`config.mk`:
```
export PLATFORM = sky130hd
export DESIGN_NAME = eeprom_power_ctrl
export DESIGN_NICKNAME = d
export VERILOG_FILES = /design/src/rtl/eeprom_pm_pkg.sv /design/src/rtl/eeprom_power_ctrl.sv
export SDC_FILE = /design/constraint.sdc
export NUM_CORES = 1
export LEC_CHECK = 0
export ABC_AREA = 1
export BUFFER_PORTS_ARGS = -buffer_cell sky130_fd_sc_hd__buf_2
export CAP_MARGIN = 10
export CORE_ASPECT_RATIO = 1.4
export CORE_UTILIZATION = 60
export CTS_BUF_LIST = sky130_fd_sc_hd__clkbuf_4 sky130_fd_sc_hd__clkbuf_8
export CTS_CLUSTER_SIZE = 24
export DETAILED_ROUTE_END_ITERATION = 10
export GPL_TIMING_DRIVEN = 0
export PLACE_DENSITY = 0.75
export SKIP_CTS_REPAIR_TIMING = 1
export SLEW_MARGIN = 20
export SYNTH_ARGS = -nofsm -noshare
export SYNTH_HDL_FRONTEND = slang
export SYNTH_SLANG_ARGS = --single-unit
```
`constraint.sdc`:
```
create_clock -name mclk_i -period 1.9 [get_ports mclk_i]
set_input_delay 0.19 -clock mclk_i [delete_from_list [all_inputs] [get_ports mclk_i]]
set_output_delay 0.19 -clock mclk_i [all_outputs]
set_load 0.005 [all_outputs]
```
`src/rtl/eeprom_pm_pkg.sv`:
```
// Operation
// - Chip select high and no write running: sit in standby awaiting commands.
// - Power-down command moves the device from standby into power-down.
// - In power-down only the wake command is obeyed; all else ignored.
// - Deepest-sleep command enters deepest sleep, shutting extra circuitry.
// - In deepest sleep every command is ignored, status fetch and wake included.
// - Status byte one reports deepest-sleep flag; reading it never wakes.
// - Only the dedicated exit pin sequence leaves deepest sleep.
// - Sleep-after-write enabled: array or status-one write completion enters deepest sleep.
// - Status-two write completion never enters deepest sleep.
// - Idle-sleep enabled: idle means power-down; chip select fall wakes normally.
// - Power-down command under idle-sleep is true power-down, woken only by wake.
// - Lean standby enabled: idle means low-power standby; select fall leaves it.
// - Power-down command under lean standby is true power-down, wake command only.
// - Throttling enabled: writes alternate fast and slow oscillator intervals.
// - Latch cleared at power-up; writes, erases, status writes refused without it.
// - Latch-set command 06h sets the write latch.
// - Latch clears after successful latch clear, writes, erases and power-down.
// - Select rising mid-byte makes the command fail; latch left unchanged.
// - Latch-clear command 04h clears the latch regardless of write protect.
// - Status two: bit 0 sleep-after-write, bit 1 throttling, both volatile.
// - Status one: idle-sleep bit 6, lean-standby bit 5, deepest-sleep flag bit 4.
package eeprom_pm_pkg;
   localparam int CLK_PERIOD_NS = 50;
   // Self-timed write length; plain default, not a device figure
   localparam int WRITE_TIME_NS = 50000;
   localparam int WRITE_CYCLES = (WRITE_TIME_NS + CLK_PERIOD_NS - 1) / CLK_PERIOD_NS;
   localparam logic [10:0] WRITE_LAST = 11'(WRITE_CYCLES - 1);
   localparam logic [1:0] SLOW_DIV_LAST = 2'h3;
   // Known opcodes
   localparam logic [7:0] OP_LATCH_SET = 8'h06;
   localparam logic [7:0] OP_LATCH_CLEAR = 8'h04;
   localparam logic [7:0] OP_STATUS1_FETCH = 8'h05;
   localparam logic [7:0] OP_STATUS1_UPDATE = 8'h01;
   localparam logic [7:0] OP_STATUS2_UPDATE = 8'h31;
   localparam logic [7:0] OP_ARRAY_WRITE = 8'h02;
   // Defaults for opcodes not fixed here; arbitrary values
   localparam logic [7:0] OP_POWER_DOWN_DEF = 8'hA1;
   localparam logic [7:0] OP_WAKE_DEF = 8'hA2;
   localparam logic [7:0] OP_DEEPEST_DEF = 8'hA3;
   localparam logic [7:0] OP_PAGE_CLEAR_DEF = 8'hA4;
   localparam logic [7:0] OP_FULL_CLEAR_DEF = 8'hA5;
   // Byte counts framing each command
   localparam logic [2:0] STATUS_WRITE_BYTES = 3'h2;
   localparam logic [2:0] ARRAY_WRITE_MIN_BYTES = 3'h4;
   localparam logic [2:0] PAGE_CLEAR_BYTES = 3'h3;
   localparam logic [2:0] FULL_CLEAR_BYTES = 3'h1;
   // Status field positions
   localparam int S1_BUSY_BIT = 0;
   localparam int S1_LATCH_BIT = 1;
   localparam int S1_DEEP_BIT = 4;
   localparam int S1_LEAN_BIT = 5;
   localparam int S1_IDLE_BIT = 6;
   localparam int S2_AFTER_WRITE_BIT = 0;
   localparam int S2_THROTTLE_BIT = 1;
   // Values after reset
   localparam logic IDLE_SLEEP_RST = 1'b0;
   localparam logic LEAN_STANDBY_RST = 1'b0;
   typedef enum logic [3:0] {
      MODE_IDLE = 4'b0001,
      MODE_PD = 4'b0010,
      MODE_DEEP = 4'b0100,
      MODE_BUSY = 4'b1000
   } mode_t;
endpackage

```
`src/rtl/eeprom_power_ctrl.sv`:
```
module eeprom_power_ctrl
   import eeprom_pm_pkg::*;
#(
   parameter logic [7:0] POWER_DOWN_OP = OP_POWER_DOWN_DEF,
   parameter logic [7:0] WAKE_OP = OP_WAKE_DEF,
   parameter logic [7:0] DEEPEST_OP = OP_DEEPEST_DEF,
   parameter logic [7:0] PAGE_CLEAR_OP = OP_PAGE_CLEAR_DEF,
   parameter logic [7:0] FULL_CLEAR_OP = OP_FULL_CLEAR_DEF
) (
   // Clock and reset
   input wire logic mclk_i,
   input wire logic rst_n_i,
   // Serial link pins and the deepest-sleep exit pin
   input wire logic spi_cs_n_i,
   input wire logic spi_sck_i,
   input wire logic spi_sdi_i,
   input wire logic deep_exit_i,
   output logic spi_sdo_o,
   output logic spi_sdo_oe_o,
   // Power and latch state
   output logic write_latch_o,
   output logic deepest_sleep_o,
   output logic power_down_o,
   output logic idle_sleep_o,
   output logic lean_standby_o,
   output logic standby_o,
   output logic write_busy_o,
   output logic osc_slow_o,
   // Configuration bits
   output logic idle_sleep_en_o,
   output logic lean_standby_en_o,
   output logic sleep_after_write_en_o,
   output logic throttled_oscillator_en_o
);
   logic [3:0] pin_raw, sync1, sync2;
   logic cs_d, sck_d, ext_d;
   logic [2:0] bit_cnt, byte_cnt;
   logic [6:0] shift_in;
   logic [7:0] opcode, data1, sdo_shift, status1;
   logic reading, deep_after;
   logic [10:0] timer;
   logic [5:0] phase_cnt;
   logic [1:0] div_cnt;
   mode_t mode, next_mode;

   // Pins pass two flops before use; the first stage feeds only the second
   assign pin_raw = {deep_exit_i, spi_sdi_i, spi_sck_i, spi_cs_n_i};
   for (genvar g = 0; g < 4; g++) begin : g_sync
      always_ff @(posedge mclk_i or negedge rst_n_i) begin
         if (!rst_n_i) begin
            sync1[g] <= 1'b1;
            sync2[g] <= 1'b1;
         end else begin
            sync1[g] <= pin_raw[g];
            sync2[g] <= sync1[g];
         end
      end
   end

   // Edge detection on the synchronised pins
   wire cs_n = sync2[0];
   wire sck = sync2[1];
   wire sdi = sync2[2];
   wire ext = sync2[3];
   wire sck_rise = !cs_n && sck && !sck_d;
   wire sck_fall = !cs_n && !sck && sck_d;
   wire cs_rise = cs_n && !cs_d;
   wire ext_rise = ext && !ext_d;
   wire [7:0] in_byte = {shift_in, sdi};
   wire byte_end = sck_rise && (bit_cnt == 3'h7);

   // Whole-byte framing check, shared by the status, array, page clear and full clear writes
   function automatic logic framed(input logic [2:0] cnt, input logic [2:0] need,
                                   input logic exact);
      framed = exact ? (cnt == need) : (cnt >= need);
   endfunction

   // Command decode, evaluated when select rises on a byte boundary
   wire whole = (bit_cnt == 3'h0) && (byte_cnt != 3'h0);
   wire go = cs_rise && whole;
   wire in_idle = (mode == MODE_IDLE);
   wire in_pd = (mode == MODE_PD);
   wire is_set = go && in_idle && (opcode == OP_LATCH_SET);
   wire is_clr = go && in_idle && (opcode == OP_LATCH_CLEAR);
   wire is_pd = go && in_idle && (opcode == POWER_DOWN_OP);
   wire is_wake = go && in_pd && (opcode == WAKE_OP);
   wire is_deep = go && in_idle && (opcode == DEEPEST_OP);
   // Writes need the latch; without it they fall through to idle
   wire wr_ok = go && in_idle && write_latch_o;
   wire is_s1 = wr_ok && (opcode == OP_STATUS1_UPDATE)
                && framed(byte_cnt, STATUS_WRITE_BYTES, 1'b1);
   wire is_s2 = wr_ok && (opcode == OP_STATUS2_UPDATE)
                && framed(byte_cnt, STATUS_WRITE_BYTES, 1'b1);
   wire is_arr = wr_ok && (opcode == OP_ARRAY_WRITE)
                 && framed(byte_cnt, ARRAY_WRITE_MIN_BYTES, 1'b0);
   wire is_page = wr_ok && (opcode == PAGE_CLEAR_OP)
                  && framed(byte_cnt, PAGE_CLEAR_BYTES, 1'b1);
   wire is_full = wr_ok && (opcode == FULL_CLEAR_OP)
                  && framed(byte_cnt, FULL_CLEAR_BYTES, 1'b1);
   wire start_busy = is_s1 || is_s2 || is_arr || is_page || is_full;
   // Status fetch allowed when awake or writing, never in any sleep
   wire fetch = byte_end && (byte_cnt == 3'h0) && (in_idle || mode == MODE_BUSY)
                && (in_byte == OP_STATUS1_FETCH);

   // Throttled oscillator: slow half of each phase ticks one in four
   wire slow_phase = throttled_oscillator_en_o && phase_cnt[5];
   wire tick = !slow_phase || (div_cnt == SLOW_DIV_LAST);
   wire busy_done = (mode == MODE_BUSY) && tick && (timer == WRITE_LAST);

   // Idle flavour follows the enables; select low means active
   wire idle_next = (next_mode == MODE_IDLE) && cs_n;

   // Status byte one image
   always_comb begin
      status1 = 8'h00;
      status1[S1_BUSY_BIT] = (mode == MODE_BUSY);
      status1[S1_LATCH_BIT] = write_latch_o;
      status1[S1_DEEP_BIT] = (mode == MODE_DEEP);
      status1[S1_LEAN_BIT] = lean_standby_en_o;
      status1[S1_IDLE_BIT] = idle_sleep_en_o;
   end

   // Mode transitions
   always_comb begin
      next_mode = mode;
      case (mode)
         MODE_IDLE: begin
            if (is_pd) next_mode = MODE_PD;
            else if (is_deep) next_mode = MODE_DEEP;
            else if (start_busy) next_mode = MODE_BUSY;
         end
         MODE_PD: begin
            // Select falling alone never wakes from a commanded power-down
            if (is_wake) next_mode = MODE_IDLE;
         end
         MODE_DEEP: begin
            if (ext_rise) next_mode = MODE_IDLE;
         end
         MODE_BUSY: begin
            if (busy_done) next_mode = deep_after ? MODE_DEEP : MODE_IDLE;
         end
         default: next_mode = MODE_IDLE;
      endcase
   end

   // Edge history; resets to the synchroniser's level so reset makes no false edge
   always_ff @(posedge mclk_i or negedge rst_n_i) begin
      if (!rst_n_i) begin
         cs_d <= 1'b1;
         sck_d <= 1'b1;
         ext_d <= 1'b1;
      end else begin
         cs_d <= cs_n;
         sck_d <= sck;
         ext_d <= ext;
      end
   end

   // Serial input framing; counters restart with every select
   always_ff @(posedge mclk_i or negedge rst_n_i) begin
      if (!rst_n_i) begin
         bit_cnt <= 3'h0;
         byte_cnt <= 3'h0;
         shift_in <= 7'h00;
         opcode <= 8'h00;
         data1 <= 8'h00;
      end else if (cs_n) begin
         bit_cnt <= 3'h0;
         byte_cnt <= 3'h0;
      end else if (sck_rise) begin
         shift_in <= in_byte[6:0];
         bit_cnt <= bit_cnt + 3'h1;
         if (byte_end && byte_cnt != 3'h7) byte_cnt <= byte_cnt + 3'h1;
         if (byte_end && byte_cnt == 3'h0) opcode <= in_byte;
         if (byte_end && byte_cnt == 3'h1) data1 <= in_byte;
      end
   end

   // Status fetch output; changes on falling clock, repeats while held
   always_ff @(posedge mclk_i or negedge rst_n_i) begin
      if (!rst_n_i) begin
         reading <= 1'b0;
         sdo_shift <= 8'h00;
         spi_sdo_o <= 1'b0;
         spi_sdo_oe_o <= 1'b0;
      end else if (cs_n) begin
         reading <= 1'b0;
         spi_sdo_o <= 1'b0;
         spi_sdo_oe_o <= 1'b0;
      end else if (fetch) begin
         reading <= 1'b1;
         sdo_shift <= status1;
      end else if (sck_fall && reading) begin
         spi_sdo_o <= sdo_shift[7];
         spi_sdo_oe_o <= 1'b1;
         sdo_shift <= {sdo_shift[6:0], sdo_shift[7]};
      end
   end

   // Write latch; power-up clears it, failed commands leave it alone
   always_ff @(posedge mclk_i or negedge rst_n_i) begin
      if (!rst_n_i) write_latch_o <= 1'b0;
      else if (is_set) write_latch_o <= 1'b1;
      else if (is_clr || is_pd || busy_done) write_latch_o <= 1'b0;
   end

   // Configuration bits; status one reset value stands in for stored cells
   always_ff @(posedge mclk_i or negedge rst_n_i) begin
      if (!rst_n_i) begin
         idle_sleep_en_o <= IDLE_SLEEP_RST;
         lean_standby_en_o <= LEAN_STANDBY_RST;
         sleep_after_write_en_o <= 1'b0;
         throttled_oscillator_en_o <= 1'b0;
      end else begin
         if (is_s1) begin
            idle_sleep_en_o <= data1[S1_IDLE_BIT];
            lean_standby_en_o <= data1[S1_LEAN_BIT];
         end
         if (is_s2) begin
            sleep_after_write_en_o <= data1[S2_AFTER_WRITE_BIT];
            throttled_oscillator_en_o <= data1[S2_THROTTLE_BIT];
         end
      end
   end

   // Self-timed write engine
   always_ff @(posedge mclk_i or negedge rst_n_i) begin
      if (!rst_n_i) begin
         mode <= MODE_IDLE;
         deep_after <= 1'b0;
         timer <= 11'h000;
         phase_cnt <= 6'h00;
         div_cnt <= 2'h0;
      end else begin
         mode <= next_mode;
         if (start_busy) begin
            // Status two writes never lead to deepest sleep
            deep_after <= sleep_after_write_en_o && (is_arr || is_s1);
            timer <= 11'h000;
            phase_cnt <= 6'h00;
            div_cnt <= 2'h0;
         end else if (mode == MODE_BUSY) begin
            phase_cnt <= phase_cnt + 6'h01;
            div_cnt <= slow_phase ? div_cnt + 2'h1 : 2'h0;
            if (tick) timer <= timer + 11'h001;
         end
      end
   end

   // Registered power state outputs
   always_ff @(posedge mclk_i or negedge rst_n_i) begin
      if (!rst_n_i) begin
         deepest_sleep_o <= 1'b0;
         power_down_o <= 1'b0;
         idle_sleep_o <= 1'b0;
         lean_standby_o <= 1'b0;
         standby_o <= 1'b1;
         write_busy_o <= 1'b0;
         osc_slow_o <= 1'b0;
      end else begin
         deepest_sleep_o <= (next_mode == MODE_DEEP);
         power_down_o <= (next_mode == MODE_PD);
         idle_sleep_o <= idle_next && idle_sleep_en_o;
         lean_standby_o <= idle_next && lean_standby_en_o && !idle_sleep_en_o;
         standby_o <= idle_next && !lean_standby_en_o && !idle_sleep_en_o;
         write_busy_o <= (next_mode == MODE_BUSY);
         osc_slow_o <= (mode == MODE_BUSY) && slow_phase;
      end
   end
endmodule
```
Word-level counts from Yosys, hierarchy flattened
Index checks and enable logic that the tools add are counted.

Add/subtract/negate cells: 5. Magnitude comparators: 1. Eq/ne operators: 27. Multiplexer cells: 33. Bitwise logic cells: 1. Reductions and logical operators: 79.

Operator list (number): 1-bit logical AND (44); 8-bit equality test, second input constant (5); 11-bit 2-to-1 mux (3); 8-bit by 3-bit equality test with 1-bit output, second input constant (3); 4-bit 2-to-1 mux (6); 3-bit 2-to-1 mux (6); 8-bit 2-to-1 mux (2); 4-bit case mux with 4 select lines (1); 2-bit nonzero test (8); 6-bit 2-to-1 mux (2); 11-bit by 1-bit adder with 11-bit output, second input constant (1); 11-bit by 10-bit equality test with 1-bit output, second input constant (1); 1-bit 2-to-1 mux (10); 2-bit AND reduction (5); 1-bit logical OR (9); 4-bit by 1-bit equality test with 1-bit output, second input constant (2); 4-bit by 2-bit equality test with 1-bit output, second input constant (2); 4-bit by 3-bit equality test with 1-bit output, second input constant (2); 4-bit equality test, second input constant (2); 8-bit by 1-bit equality test with 1-bit output, second input constant (1); 8-bit by 2-bit equality test with 1-bit output, second input constant (1); 8-bit by 6-bit equality test with 1-bit output, second input constant (1); 1-bit zero test (8); 3-bit by 1-bit adder with 3-bit output, second input constant (2); other kinds (14) (19).

Flip-flop bits (word level): 86. Bits of input ports: 6. Output and inout bits: 14.

Logic depth before layout (Yosys ltp)
Gate-level depths: netlist of the first run.

Word-level depth: 19. Mapped depth: 13. Gate-level depth less buffers: 13.

Least setup slack after synthesis of the first run
OpenSTA, ideal clock, no wires.

Path kind: flip-flop to flip-flop. Start point: register byte_cnt[0]. End point: register timer[7]. Setup time: 125 ps. Arrival time: 1534 ps. Required time: 1775 ps. Path slack: 241 ps. Stages on the path, launching flop included: 14. Buffers on the path: 0. Period minus slack after synthesis: 1659 ps. Path through: dfrtp_1 inv_1 ha_1 inv_1 nor2_1 inv_1 nor2_1 nand2_1 nor2_2 nor2_2 nand2_4 inv_2 o31ai_1 nor2_1.

Longest elaborated chain between the ends: 13. Elaborated cells on any way between the ends: 27.

RTL lines: start: declaration (line eeprom_power_ctrl.sv:37) `logic [2:0] bit_cnt, byte_cnt;`; start signal: assignment (line eeprom_power_ctrl.sv:173) `if (byte_end && byte_cnt != 3'h7) byte_cnt <= byte_cnt + 3'h1;`; 3-bit nonzero test (line eeprom_power_ctrl.sv:79) `wire whole = (bit_cnt == 3'h0) && (byte_cnt != 3'h0);`; 1-bit logical AND (line eeprom_power_ctrl.sv:79); 1-bit logical AND (line eeprom_power_ctrl.sv:80) `wire go = cs_rise && whole;`; 1-bit logical AND (2 in series) (line eeprom_power_ctrl.sv:89) `wire wr_ok = go && in_idle && write_latch_o;`; 1-bit logical AND, on equally long branches (line eeprom_power_ctrl.sv:90, eeprom_power_ctrl.sv:92); 1-bit logical AND, on equally long branches (line eeprom_power_ctrl.sv:91, eeprom_power_ctrl.sv:93); 1-bit logical OR (3 in series) (line eeprom_power_ctrl.sv:100) `wire start_busy = is_s1 || is_s2 || is_arr || is_page || is_full;`; 1-bit logical OR (*) (line eeprom_power_ctrl.sv:100); 2-bit nonzero test (no line); 2-bit AND reduction (no line); end signal: assignment (line eeprom_power_ctrl.sv:245) `if (tick) timer <= timer + 11'h001;`; end: declaration (line eeprom_power_ctrl.sv:41) `logic [10:0] timer;`.

Mark *: on every way between the ends. The rest lies on a longest branch, timed or not. A chain may end at the register's enable or synchronous reset.

Worst setup path in the final report of the first run
Start point: register byte_cnt[0]. End point: register timer[6].

Same word-level chain as after synthesis.

==> reports/results.tsv, run 1 <==
stage	metric	value	unit
synthesis	Primary FF master, synth	dfrtp_1	
grt	vias in the first global route	2929	
timing	Total Neg Setup Slack	0	ns
critical_path	Critical R2R Capture	timer[6]	
critical_path	Worst EP arrival	2.04	ns
timing	hold slack	0.324	ns
power_and_ir_drop	Combinational Power Share	6.9	%
synthesis	Syn Inst Count	453	
detailed_routing	Post-route DRC	0	
synthesis	ranking of synthesized cells by area	dfrtp_1 44%, nand2_1 9.6%, dfstp_2 8.6%, inv_1 5.4%, nor2_1 5.3%	
detailed_routing	DR WL/cell	13.4	um
cells_and_area	layout cells sized above 1	22.9	%
power_and_ir_drop	Power Dens Cells	737	nW/um^2
critical_path	Worst setup SP type	register	
synthesis	Yosys top cell by area	dfrtp_1	
run_status	status	complete, no violations	
synthesis	Syn. warnings	0	
synthesis	most numerous cell in the Yosys netlist	nand2_1	
detailed_routing	DR vias	3055	
power_and_ir_drop	Leak	2.31	nW
floorplanning	Initial Util	63.1	%
timing	fmax	564	MHz
grt	initial antenna violation count	0	
synthesis	sequential-to-total area share from yosys stat	52.7	%
cells_and_area	final instance area	4630	sq um
timing	Rel. slew slack	61.3	%
critical_path	r2r startpoint	byte_cnt[0]	
timing	fin crit period	1.77	ns
timing	Final Hold Viols	0	
critical_path	required time worst endpoint	2.16	ns
place	PortBufs	19	
cells_and_area	Net count, final	515	
clock_tree	CTS tree	yes	
critical_path	WS Path Type	register to register	
power_and_ir_drop	internal power	2.56	mW
synthesis	synth unique cells	33	
floorplanning	core area	6300	sq um
power_and_ir_drop	VDD IR max	0.704	mV
cells_and_area	count of inserted antenna diode cells	0	
floorplanning	Die Width	70.8	um
clock_tree	Num CTS Buffers	9	
detailed_routing	TritonRoute pass-1 iters	6	
place	dpl ws	-0.0674	ns
grt	first-pass GRT wire length	12.8	mm
synthesis	Async S/R FF share, synth	100	%
synthesis	syn_area_per_cell	8.77	sq um
detailed_routing	initial DRC count	156	
clock_tree	CTS Root Cell	clkbuf_8	
power_and_ir_drop	Seq pwr share	54.9	%
timing	RSZ-0062 raised after global routing	true	
detailed_routing	vias per cell	5.32	
grt	all-layer global routing usage	23.8	%
grt	largest net degree at the start of global routing	53	
critical_path	Worst Path Max Fanout	6	
timing	period utilization	93.4	%
clock_tree	later-pin clock latency in the skew report	0.36	ns
synthesis	flops & latches, synth	83	
timing	Layout Skew	0.0131	ns
power_and_ir_drop	clock power share	38.2	%
min_path	Hold Crit Class	input pin to asynchronous set/reset pin	
floorplanning	# IOs	20	
place	Post-DP HPWL	5.62	mm
detailed_routing	routed wire length	7.68	mm
synthesis	synthesized cell area	3970	sq um
power_and_ir_drop	switching power	0.848	mW
clock_tree	H-tree depth	3	
critical_path	reg2reg path depth	12	
critical_path	crit path capture type	register	
critical_path	Reg2Reg Setup Slack	0.13	ns
timing	fin. max-slew vios	0	
place	DP Area	4190	sq um
cells_and_area	Area Growth Syn to Fin	16.5	%
timing	worst setup margin	0.126	ns
floorplanning	Die Area	6960	sq um
synthesis	Post-synth EDFFs	0	
floorplanning	height of the die	98.3	um
clock_tree	TritonCTS Sinks	83	
job	max-cap viol count	0	
synthesis	top post-synthesis cells by count	102 x nand2_1, 70 x dfrtp_1, 57 x inv_1	
synthesis	top cell type's share of synthesized area	44.1	%
place	GPL Wtd Cong	0.839	
clock_tree	CTS Buffer Depth	2	
timing	final setup violation count	0	
grt	total global routing overflow	0	
floorplanning	row cnt	34	
detailed_routing	Post-DRT Antenna Nets	0	
synthesis	syn_nets	471	
clock_tree	Clock transition at path regs	0.08	ns
power_and_ir_drop	switching part of the total power	24.9	%
timing	Worst Tran Pin Value	0.576	ns
## cells in the final DEF, fill, tap and decap left out, types with 2 or more instances in the layout
cell type,netlist,final
buf_4,0,8
nand4_1,7,7
xor2_1,5,5
nor2_4,0,8
buf_2,0,19
inv_6,0,4
o21ai_0,34,34
nand3_4,1,4
nor3b_1,4,4
buf_6,2,2
ha_1,12,11
o21ai_2,2,2
clkinvlp_4,0,2
nand2_4,3,3
nand2_1,102,99
clkbuf_8,0,10
or2_2,4,4
clkbuf_1,2,2
dlygate4sd3_1,0,5
o22ai_1,3,3
nand3_2,5,4
nand3_1,26,24
a21oi_1,7,7
dfrtp_1,70,70
nor2_2,9,6
nor2_1,56,51
o31ai_1,2,2
mux2_2,3,3
dfstp_2,13,13
nand2_2,4,7
inv_1,57,55
a211oi_2,0,2
nor4_1,3,2
inv_2,3,5
nor3_1,6,5
## cell type report
| type | instances | area [sq um] |
|---|---|---|
| clock buffer | 10 | 138 |
| buffer | 4 | 30.0 |
| multi-input combinational | 304 | 1740 |
| fill | 468 | 1670 |
| inverter | 62 | 240 |
| sequential | 83 | 2090 |
| timing repair buffer | 33 | 233 |
| tap | 72 | 90.1 |
| clock inverter | 6 | 71.3 |
## logic make-up (layout without fill, tap and decap cells)
group / count (synthesis) / count (layout) / synth area share, %
xor gates and xnor gates: 5 / 5 / 1.10
DFF: 83 / 83 / 52.7
adders and majority gates: 12 / 12 / 3.78
muxes: 3 / 3 / 0.850
AOI/OAI and AO/OA: 50 / 50 / 6.83
buffers and inverters: 66 / 115 / 6.74
and+or+nand+nor: 234 / 234 / 28.0
## critical path, stage by stage (launching register included)
cell,delay (ns)
dfrtp_1,0.39
inv_2,0.07
ha_1,0.20
inv_1,0.09
nor2_4,0.05
inv_1,0.08
nor2_2,0.04
nand2_1,0.10
nor2_4,0.06
nor2_4,0.16
nand2_4,0.10
buf_4,0.15
nor3b_1,0.19
## stage by stage
step | power (mW) | instances | utilization (%)
finish | 3.41 | 574 | 73.5
global route | 3.54 | 574 | 73.5
CTS | 3.42 | 561 | 69.9
detailed placement | 2.11 | 545 | 66.5
global placement | 2.10 | 544 | 66.1
floorplan | 2.02 | 453 | -
## power groups by stage
stage                     sequential (mW)  combinational, mW  clock (mW)
after floorplan                      1.90              0.120           0
after global placement               1.90              0.192           0
after detailed placement             1.91              0.203           0
after CTS                            1.87              0.206        1.34
after global routing                 1.88              0.265        1.40
final                                1.87              0.236        1.30
## layer usage
metal	track usage (%)	up-vias	wire length (um)
li1	-	1534	-
met1	27.6	1460	3130
met2	41.9	47	4140
met3	5.06	14	233
met4	10.8	0	186
met5	0	-	0
## worst max-delay path by stage
stage	start	end	depth (start not counted)
CTS	byte_cnt[0]	timer[7]	13
finish	byte_cnt[0]	timer[6]	12
global route	cs_n	sdo_shift[5]	12
global placement	byte_cnt[0]	timer[7]	13
detailed placement	byte_cnt[0]	div_cnt[0]	13
floorplan	byte_cnt[0]	timer[7]	13
## registers in the layout, summed over array words and instances (netlist names), 2 cells and up
register / cells
timer: 11
opcode: 8
sdo_shift: 8
shift_in: 7
phase_cnt: 6
data1: 4
mode: 4
sync1: 4
bit_cnt: 3
byte_cnt: 3
div_cnt: 2
Power figures use the tool's default switching activity.
==> run 2, diff against run 1 <==
==> constraint.sdc (replaced) <==
create_clock -name mclk_i -period 2.2 [get_ports mclk_i]
set_input_delay 0.22 -clock mclk_i [delete_from_list [all_inputs] [get_ports mclk_i]]
set_output_delay 0.22 -clock mclk_i [all_outputs]
set_load 0.005 [all_outputs]
==> reports/results.tsv, run 2 (same netlist as run 1, synthesis figures left out) <==
stage	metric	value	unit	change
timing	hold slack	0.351	ns	+0.0264 ns
grt	largest net degree at the start of global routing	53		unchanged
timing	period utilization	88.5	%	-4.9 points
clock_tree	CTS Buffer Depth	2		unchanged
min_path	Hold Crit Class	input pin to asynchronous set/reset pin		
clock_tree	TritonCTS Sinks	83		unchanged
detailed_routing	vias per cell	5.34		+0.32%
timing	Layout Skew	0.0135	ns	+0.000410 ns
grt	total global routing overflow	0		unchanged
clock_tree	Num CTS Buffers	9		unchanged
timing	Rel. slew slack	52.8	%	-8.5 points
cells_and_area	Net count, final	507		-1.6%
floorplanning	Die Area	6960	sq um	unchanged
power_and_ir_drop	internal power	2.21	mW	-14%
cells_and_area	Non-Filler Instances	566		-1.4%
timing	worst setup margin	0.253	ns	+0.128 ns
grt	vias in the first global route	2929		unchanged
floorplanning	height of the die	98.3	um	unchanged
critical_path	reg2reg path depth	8		-4
critical_path	critical-path cell list	inv_1 > nor4_1 > nand4_4 > buf_6 > nand2_1 > o21ai_2 > nand2_1 > nand2_1		
cells_and_area	most common cell after layout, fill and taps aside	nand2_1		
floorplanning	# IOs	20		unchanged
detailed_routing	TritonRoute pass-1 iters	7		+1
critical_path	Critical R2R Capture	sdo_shift[5]		
detailed_routing	DR vias	3022		-1.1%
cells_and_area	commonest cells after routing, fill and taps aside	102 x nand2_1, 70 x dfrtp_1, 57 x inv_1		
timing	fin crit period	1.95	ns	+0.172 ns
timing	final setup violation count	0		unchanged
cells_and_area	final instance area	4450	sq um	-3.9%
power_and_ir_drop	Seq pwr share	55.2	%	+0.3 points
place	PortBufs	19		unchanged
cells_and_area	Area Growth Syn to Fin	12.0	%	
floorplanning	row cnt	34		unchanged
detailed_routing	Post-DRT Antenna Nets	0		unchanged
detailed_routing	Post-route DRC	0		unchanged
cells_and_area	Most flops, register	timer		
power_and_ir_drop	Leak	2.25	nW	-2.6%
cells_and_area	post-layout util	70.7	%	-2.9 points
timing	Total Neg Setup Slack	0	ns	unchanged
cells_and_area	count of inserted antenna diode cells	0		unchanged
power_and_ir_drop	Power Dens Cells	658	nW/um^2	-11%
power_and_ir_drop	switching part of the total power	24.7	%	-0.14 points
timing	fin. max-slew vios	0		unchanged
cells_and_area	biggest regs	timer x11, opcode x8, sdo_shift x8		
clock_tree	later-pin clock latency in the skew report	0.36	ns	about the same
place	dpl ws	0.233	ns	+0.300 ns
clock_tree	H-tree depth	3		unchanged
critical_path	Worst EP arrival	2.21	ns	+0.17 ns
clock_tree	CTS Root Cell	clkbuf_8		
grt	initial antenna violation count	0		unchanged
clock_tree	CTS tree	yes		
timing	RSZ-0062 raised after global routing	false		
power_and_ir_drop	Combinational Power Share	6.2	%	-0.7 points
power_and_ir_drop	total power	2.93	mW	-14%
clock_tree	Clock transition at path regs	0.09	ns	about the same
detailed_routing	DR top layer	met4		
detailed_routing	DR WL/cell	13.3	um	-0.72%
critical_path	WS Path Type	register to register		
place	Post-DP HPWL	5.62	mm	unchanged
critical_path	Reg2Reg Setup Slack	0.25	ns	+0.13 ns
critical_path	crit path capture type	register		
floorplanning	Initial Util	63.1	%	unchanged
detailed_routing	DR WL met3	249	um	+6.9%
critical_path	required time worst endpoint	2.46	ns	+0.30 ns
detailed_routing	initial DRC count	177		+13%
timing	fmax	514	MHz	-8.8%
critical_path	crit-path max cell delay	0.60	ns	+0.21 ns
power_and_ir_drop	clock power share	38.6	%	+0.4 points
job	max-cap viol count	0		unchanged
place	DP Area	4190	sq um	unchanged
timing	Worst Tran Pin Value	0.701	ns	+0.126 ns
place	GPL Wtd Cong	0.839		unchanged
place	placed cells	545		unchanged
cells_and_area	layout cells sized above 1	18.4	%	-4.5 points
grt	all-layer global routing usage	23.8	%	unchanged
critical_path	CP most frequent cell	nand2_1		
power_and_ir_drop	switching power	0.724	mW	-15%
timing	Final Hold Viols	0		unchanged
run_status	status	complete, no violations		
grt	first-pass GRT wire length	12.8	mm	unchanged
critical_path	Critical-path top delay cell	nor4_1		
detailed_routing	routed wire length	7.52	mm	-2.1%
critical_path	r2r startpoint	sdi		
cells_and_area	max FFs per register	11		unchanged
critical_path	Worst Path Max Fanout	10		+4
power_and_ir_drop	VDD IR max	0.599	mV	-15%
critical_path	Worst setup SP type	register		
detailed_routing	met2 wire length	3.98	mm	-3.8%
floorplanning	core area	6300	sq um	unchanged
detailed_routing	M1 WL	3.14	mm	+0.38%
floorplanning	Die Width	70.8	um	unchanged
-- run 2: cell count changes in the layout (fill, tap and decap cells not counted), moves of 4 or more --
cell    change
nor2_1      +4
buf_4       -7
nor2_4      -8
nor2_2      +4
-- run 2: power groups by stage --
stage          Clock [mW]  Combinational [mW]  Sequential [mW]
2_1_floorplan           0               0.104             1.64
3_3_place_gp            0               0.166             1.64
3_5_place_dp            0               0.176             1.65
4_1_cts              1.16               0.178             1.62
5_1_grt              1.21               0.207             1.62
6_report             1.13               0.182             1.62
-- run 2: metal layers --
layer,up-vias,GRT usage (%)
li1,1525,-
met1,1423,27.6
met2,62,41.9
met4,0,10.8
met5,-,0
met3,12,5.06
-- run 2: how the worst max path moves through the flow --
stage	startpoint	cells past startpoint	endpoint
3_3_place_gp	byte_cnt[0]	13	timer[7]
6_report	sdi	8	sdo_shift[5]
5_1_grt	byte_cnt[0]	11	timer[2]
4_1_cts	byte_cnt[0]	13	timer[7]
3_5_place_dp	byte_cnt[0]	13	div_cnt[0]
2_1_floorplan	byte_cnt[0]	13	timer[7]
-- run 2: area by class of cell --
class	count	area (sq um)
clock inverters	6	71.3
well taps	72	90.1
clock buffers	10	138
fillers	493	1850
plain buffers	4	30.0
repair buffers	25	175
multi-input cells	304	1620
flip-flops and latches	83	2090
inverters	62	238
-- run 2: worst max-delay path, delay by kind of cell (launching register included) --
kind / cells / cell delay [ns]
DFF: 1 / 0.53
AOI/OAI and AO/OA: 1 / 0.05
buffers and inverters: 2 / 0.27
and+or+nand+nor: 5 / 1.01
==> run 3, diff against run 2 <==
--- a/config.mk
+++ b/config.mk
@@ -8,13 +8,12 @@
 export ABC_AREA = 1
 export BUFFER_PORTS_ARGS = -buffer_cell sky130_fd_sc_hd__buf_2
 export CAP_MARGIN = 10
-export CORE_ASPECT_RATIO = 1.4
 export CORE_UTILIZATION = 60
 export CTS_BUF_LIST = sky130_fd_sc_hd__clkbuf_4 sky130_fd_sc_hd__clkbuf_8
 export CTS_CLUSTER_SIZE = 24
 export DETAILED_ROUTE_END_ITERATION = 10
 export GPL_TIMING_DRIVEN = 0
-export PLACE_DENSITY = 0.75
+export PLACE_DENSITY = 0.83
 export SKIP_CTS_REPAIR_TIMING = 1
 export SLEW_MARGIN = 20
 export SYNTH_ARGS = -nofsm -noshare
==> reports/results.tsv, run 3 (same netlist as run 1, synthesis figures left out) <==
stage	metric	value	unit	change
cells_and_area	most common cell after layout, fill and taps aside	nand2_1		
critical_path	Top delay family on crit path	simple AND/OR/NAND/NOR gates		
detailed_routing	Post-route DRC	0		unchanged
critical_path	Worst EP arrival	2.19	ns	-0.02 ns
timing	RSZ-0062 raised after global routing	false		
power_and_ir_drop	Seq pwr share	55.4	%	+0.2 points
cells_and_area	final instance area	4450	sq um	unchanged
timing	Final Hold Viols	0		unchanged
critical_path	crit path capture type	register		
cells_and_area	max FFs per register	11		unchanged
critical_path	reg2reg path depth	12		+4
power_and_ir_drop	total power	2.92	mW	-0.21%
critical_path	WS Path Type	register to register		
place	PortBufs	19		unchanged
cells_and_area	Area Growth Syn to Fin	12.0	%	unchanged
power_and_ir_drop	clock power share	38.5	%	about the same
grt	initial antenna violation count	0		unchanged
timing	final setup violation count	0		unchanged
cells_and_area	count of inserted antenna diode cells	0		unchanged
grt	total global routing overflow	0		unchanged
critical_path	Critical-path top delay cell	dfrtp_1		
place	Post-DP HPWL	5.60	mm	-0.35%
cells_and_area	FF+latch area	2090	sq um	unchanged
clock_tree	later-pin clock latency in the skew report	0.35	ns	about the same
timing	fin. max-slew vios	0		unchanged
clock_tree	TritonCTS Sinks	83		unchanged
timing	Total Neg Setup Slack	0	ns	unchanged
detailed_routing	initial DRC count	221		+25%
place	GPL Wtd Cong	0.922		+9.8%
critical_path	Reg2Reg Setup Slack	0.25	ns	about the same
clock_tree	CTS Root Cell	clkbuf_8		
cells_and_area	Non-Filler Instances	571		+0.88%
power_and_ir_drop	Power Dens Cells	657	nW/um^2	-0.21%
place	DP Area	4200	sq um	+0.15%
place	placed cells	550		+0.92%
timing	hold slack	0.336	ns	-0.0153 ns
floorplanning	core area	6390	sq um	+1.4%
timing	fin crit period	1.95	ns	+0.00596 ns
timing	fmax	512	MHz	-0.31%
detailed_routing	DR WL/cell	13.4	um	+0.94%
timing	period utilization	88.8	%	+0.27 points
floorplanning	row cnt	29		-15%
min_path	Hold Crit Class	input pin to asynchronous set/reset pin		
cells_and_area	layout cells sized above 1	18.4	%	unchanged
critical_path	CP most frequent cell	nor2_2		
cells_and_area	Net count, final	507		unchanged
floorplanning	Initial Util	62.2	%	-0.89 points
detailed_routing	vias per cell	5.32		-0.42%
critical_path	worst path buffer plus inverter count	1		-1
timing	Layout Skew	0.00996	ns	-0.00358 ns
floorplanning	# IOs	20		unchanged
clock_tree	Clock transition at path regs	0.09	ns	about the same
floorplanning	Die Area	6950	sq um	about the same
cells_and_area	biggest regs	timer x11, opcode x8, sdo_shift x8		
floorplanning	Die Width	83.4	um	+18%
power_and_ir_drop	VDD IR max	0.598	mV	about the same
critical_path	critical-path cell list	inv_1 > ha_1 > nand2_4 > nand2_1 > nor2_2 > nand3_2 > nor2_2 > nor2_2 > nand2_4 > nor2_1 > nand2_1 > o31ai_1		
power_and_ir_drop	Combinational Power Share	6.0	%	-0.2 points
grt	all-layer global routing usage	24.4	%	+0.61 points
cells_and_area	Filler Cell Count	492		-0.20%
timing	Rel. slew slack	65.1	%	+12 points
power_and_ir_drop	Leak	2.25	nW	-0.11%
critical_path	Worst setup SP type	register		
critical_path	Critical R2R Capture	div_cnt[0]		
detailed_routing	routed wire length	7.66	mm	+1.8%
job	max-cap viol count	0		unchanged
timing	Worst Tran Pin Value	0.518	ns	-0.183 ns
clock_tree	Num CTS Buffers	9		unchanged
cells_and_area	commonest cells after routing, fill and taps aside	102 x nand2_1, 70 x dfrtp_1, 57 x inv_1		
floorplanning	height of the die	83.4	um	-15%
grt	first-pass GRT wire length	13.5	mm	+5.0%
detailed_routing	TritonRoute pass-1 iters	5		-2
cells_and_area	multi-input logic area	1620	sq um	unchanged
clock_tree	CTS Buffer Depth	2		unchanged
power_and_ir_drop	switching part of the total power	25.2	%	+0.45 points
critical_path	Crit path depth	12		+4
detailed_routing	DR vias	3036		+0.46%
detailed_routing	Post-DRT Antenna Nets	0		unchanged
critical_path	r2r startpoint	byte_cnt[0]		
cells_and_area	Most flops, register	timer		
power_and_ir_drop	switching power	0.736	mW	+1.6%
grt	largest net degree at the start of global routing	55		+3.8%
critical_path	required time worst endpoint	2.44	ns	-0.02 ns
grt	vias in the first global route	3064		+4.6%
clock_tree	H-tree depth	3		unchanged
run_status	status	complete, no violations		
critical_path	crit-path max cell delay	0.38	ns	-0.22 ns
power_and_ir_drop	internal power	2.19	mW	-0.81%
clock_tree	CTS tree	yes		
critical_path	Worst Path Max Fanout	7		-3
-- run 3: cell count changes in the layout (fill, tap and decap cells not counted) --
| cell | change |
|---|---|
| clkbuf_4 | +1 |
| clkbuf_8 | -1 |
-- run 3: how the worst max path moves through the flow --
stage                      end         from
floorplan             timer[7]  byte_cnt[0]
global placement      timer[2]  byte_cnt[0]
detailed placement  div_cnt[0]  byte_cnt[0]
CTS                 div_cnt[0]  byte_cnt[0]
global route        div_cnt[0]  byte_cnt[0]
finish              div_cnt[0]  byte_cnt[0]
-- run 3: power groups by stage --
stage,clock network [mW],logic [mW],registers [mW]
4_1_cts,1.14,0.172,1.62
3_5_place_dp,0,0.171,1.65
6_report,1.13,0.177,1.62
2_1_floorplan,0,0.104,1.64
3_3_place_gp,0,0.158,1.65
5_1_grt,1.20,0.201,1.63
-- run 3: layout make-up --
type / count / share of cell area (%)
well taps: 77 / 2.16
inverters: 62 / 5.34
clock buffers: 10 / 2.95
repair buffers: 25 / 3.94
multi-input cells: 304 / 36.3
clock inverters: 6 / 1.60
flip-flops and latches: 83 / 47.0
plain buffers: 4 / 0.675
-- run 3: per-layer routing --
metal / track usage, % / wire length [um] / up-vias / share of wire [%]
met2: 40.2 / 3720 / 72 / 49
met3: 4.67 / 339 / 5 / 4.4
met1: 32.2 / 3550 / 1439 / 46
met5: 0 / 0 / - / 0
met4: 9.56 / 46 / 0 / 0.60
li1: - / - / 1520 / -
-- run 3: through the flow --
| stage | utilization, % | setup slack (ns) |
|---|---|---|
| final | 69.7 | 0.247 |
| after global routing | 69.7 | 0.0614 |
| after CTS | 68.9 | 0.232 |
| after detailed placement | 65.7 | 0.241 |
| after global placement | 65.2 | 0.276 |
| after floorplan | - | 0.541 |
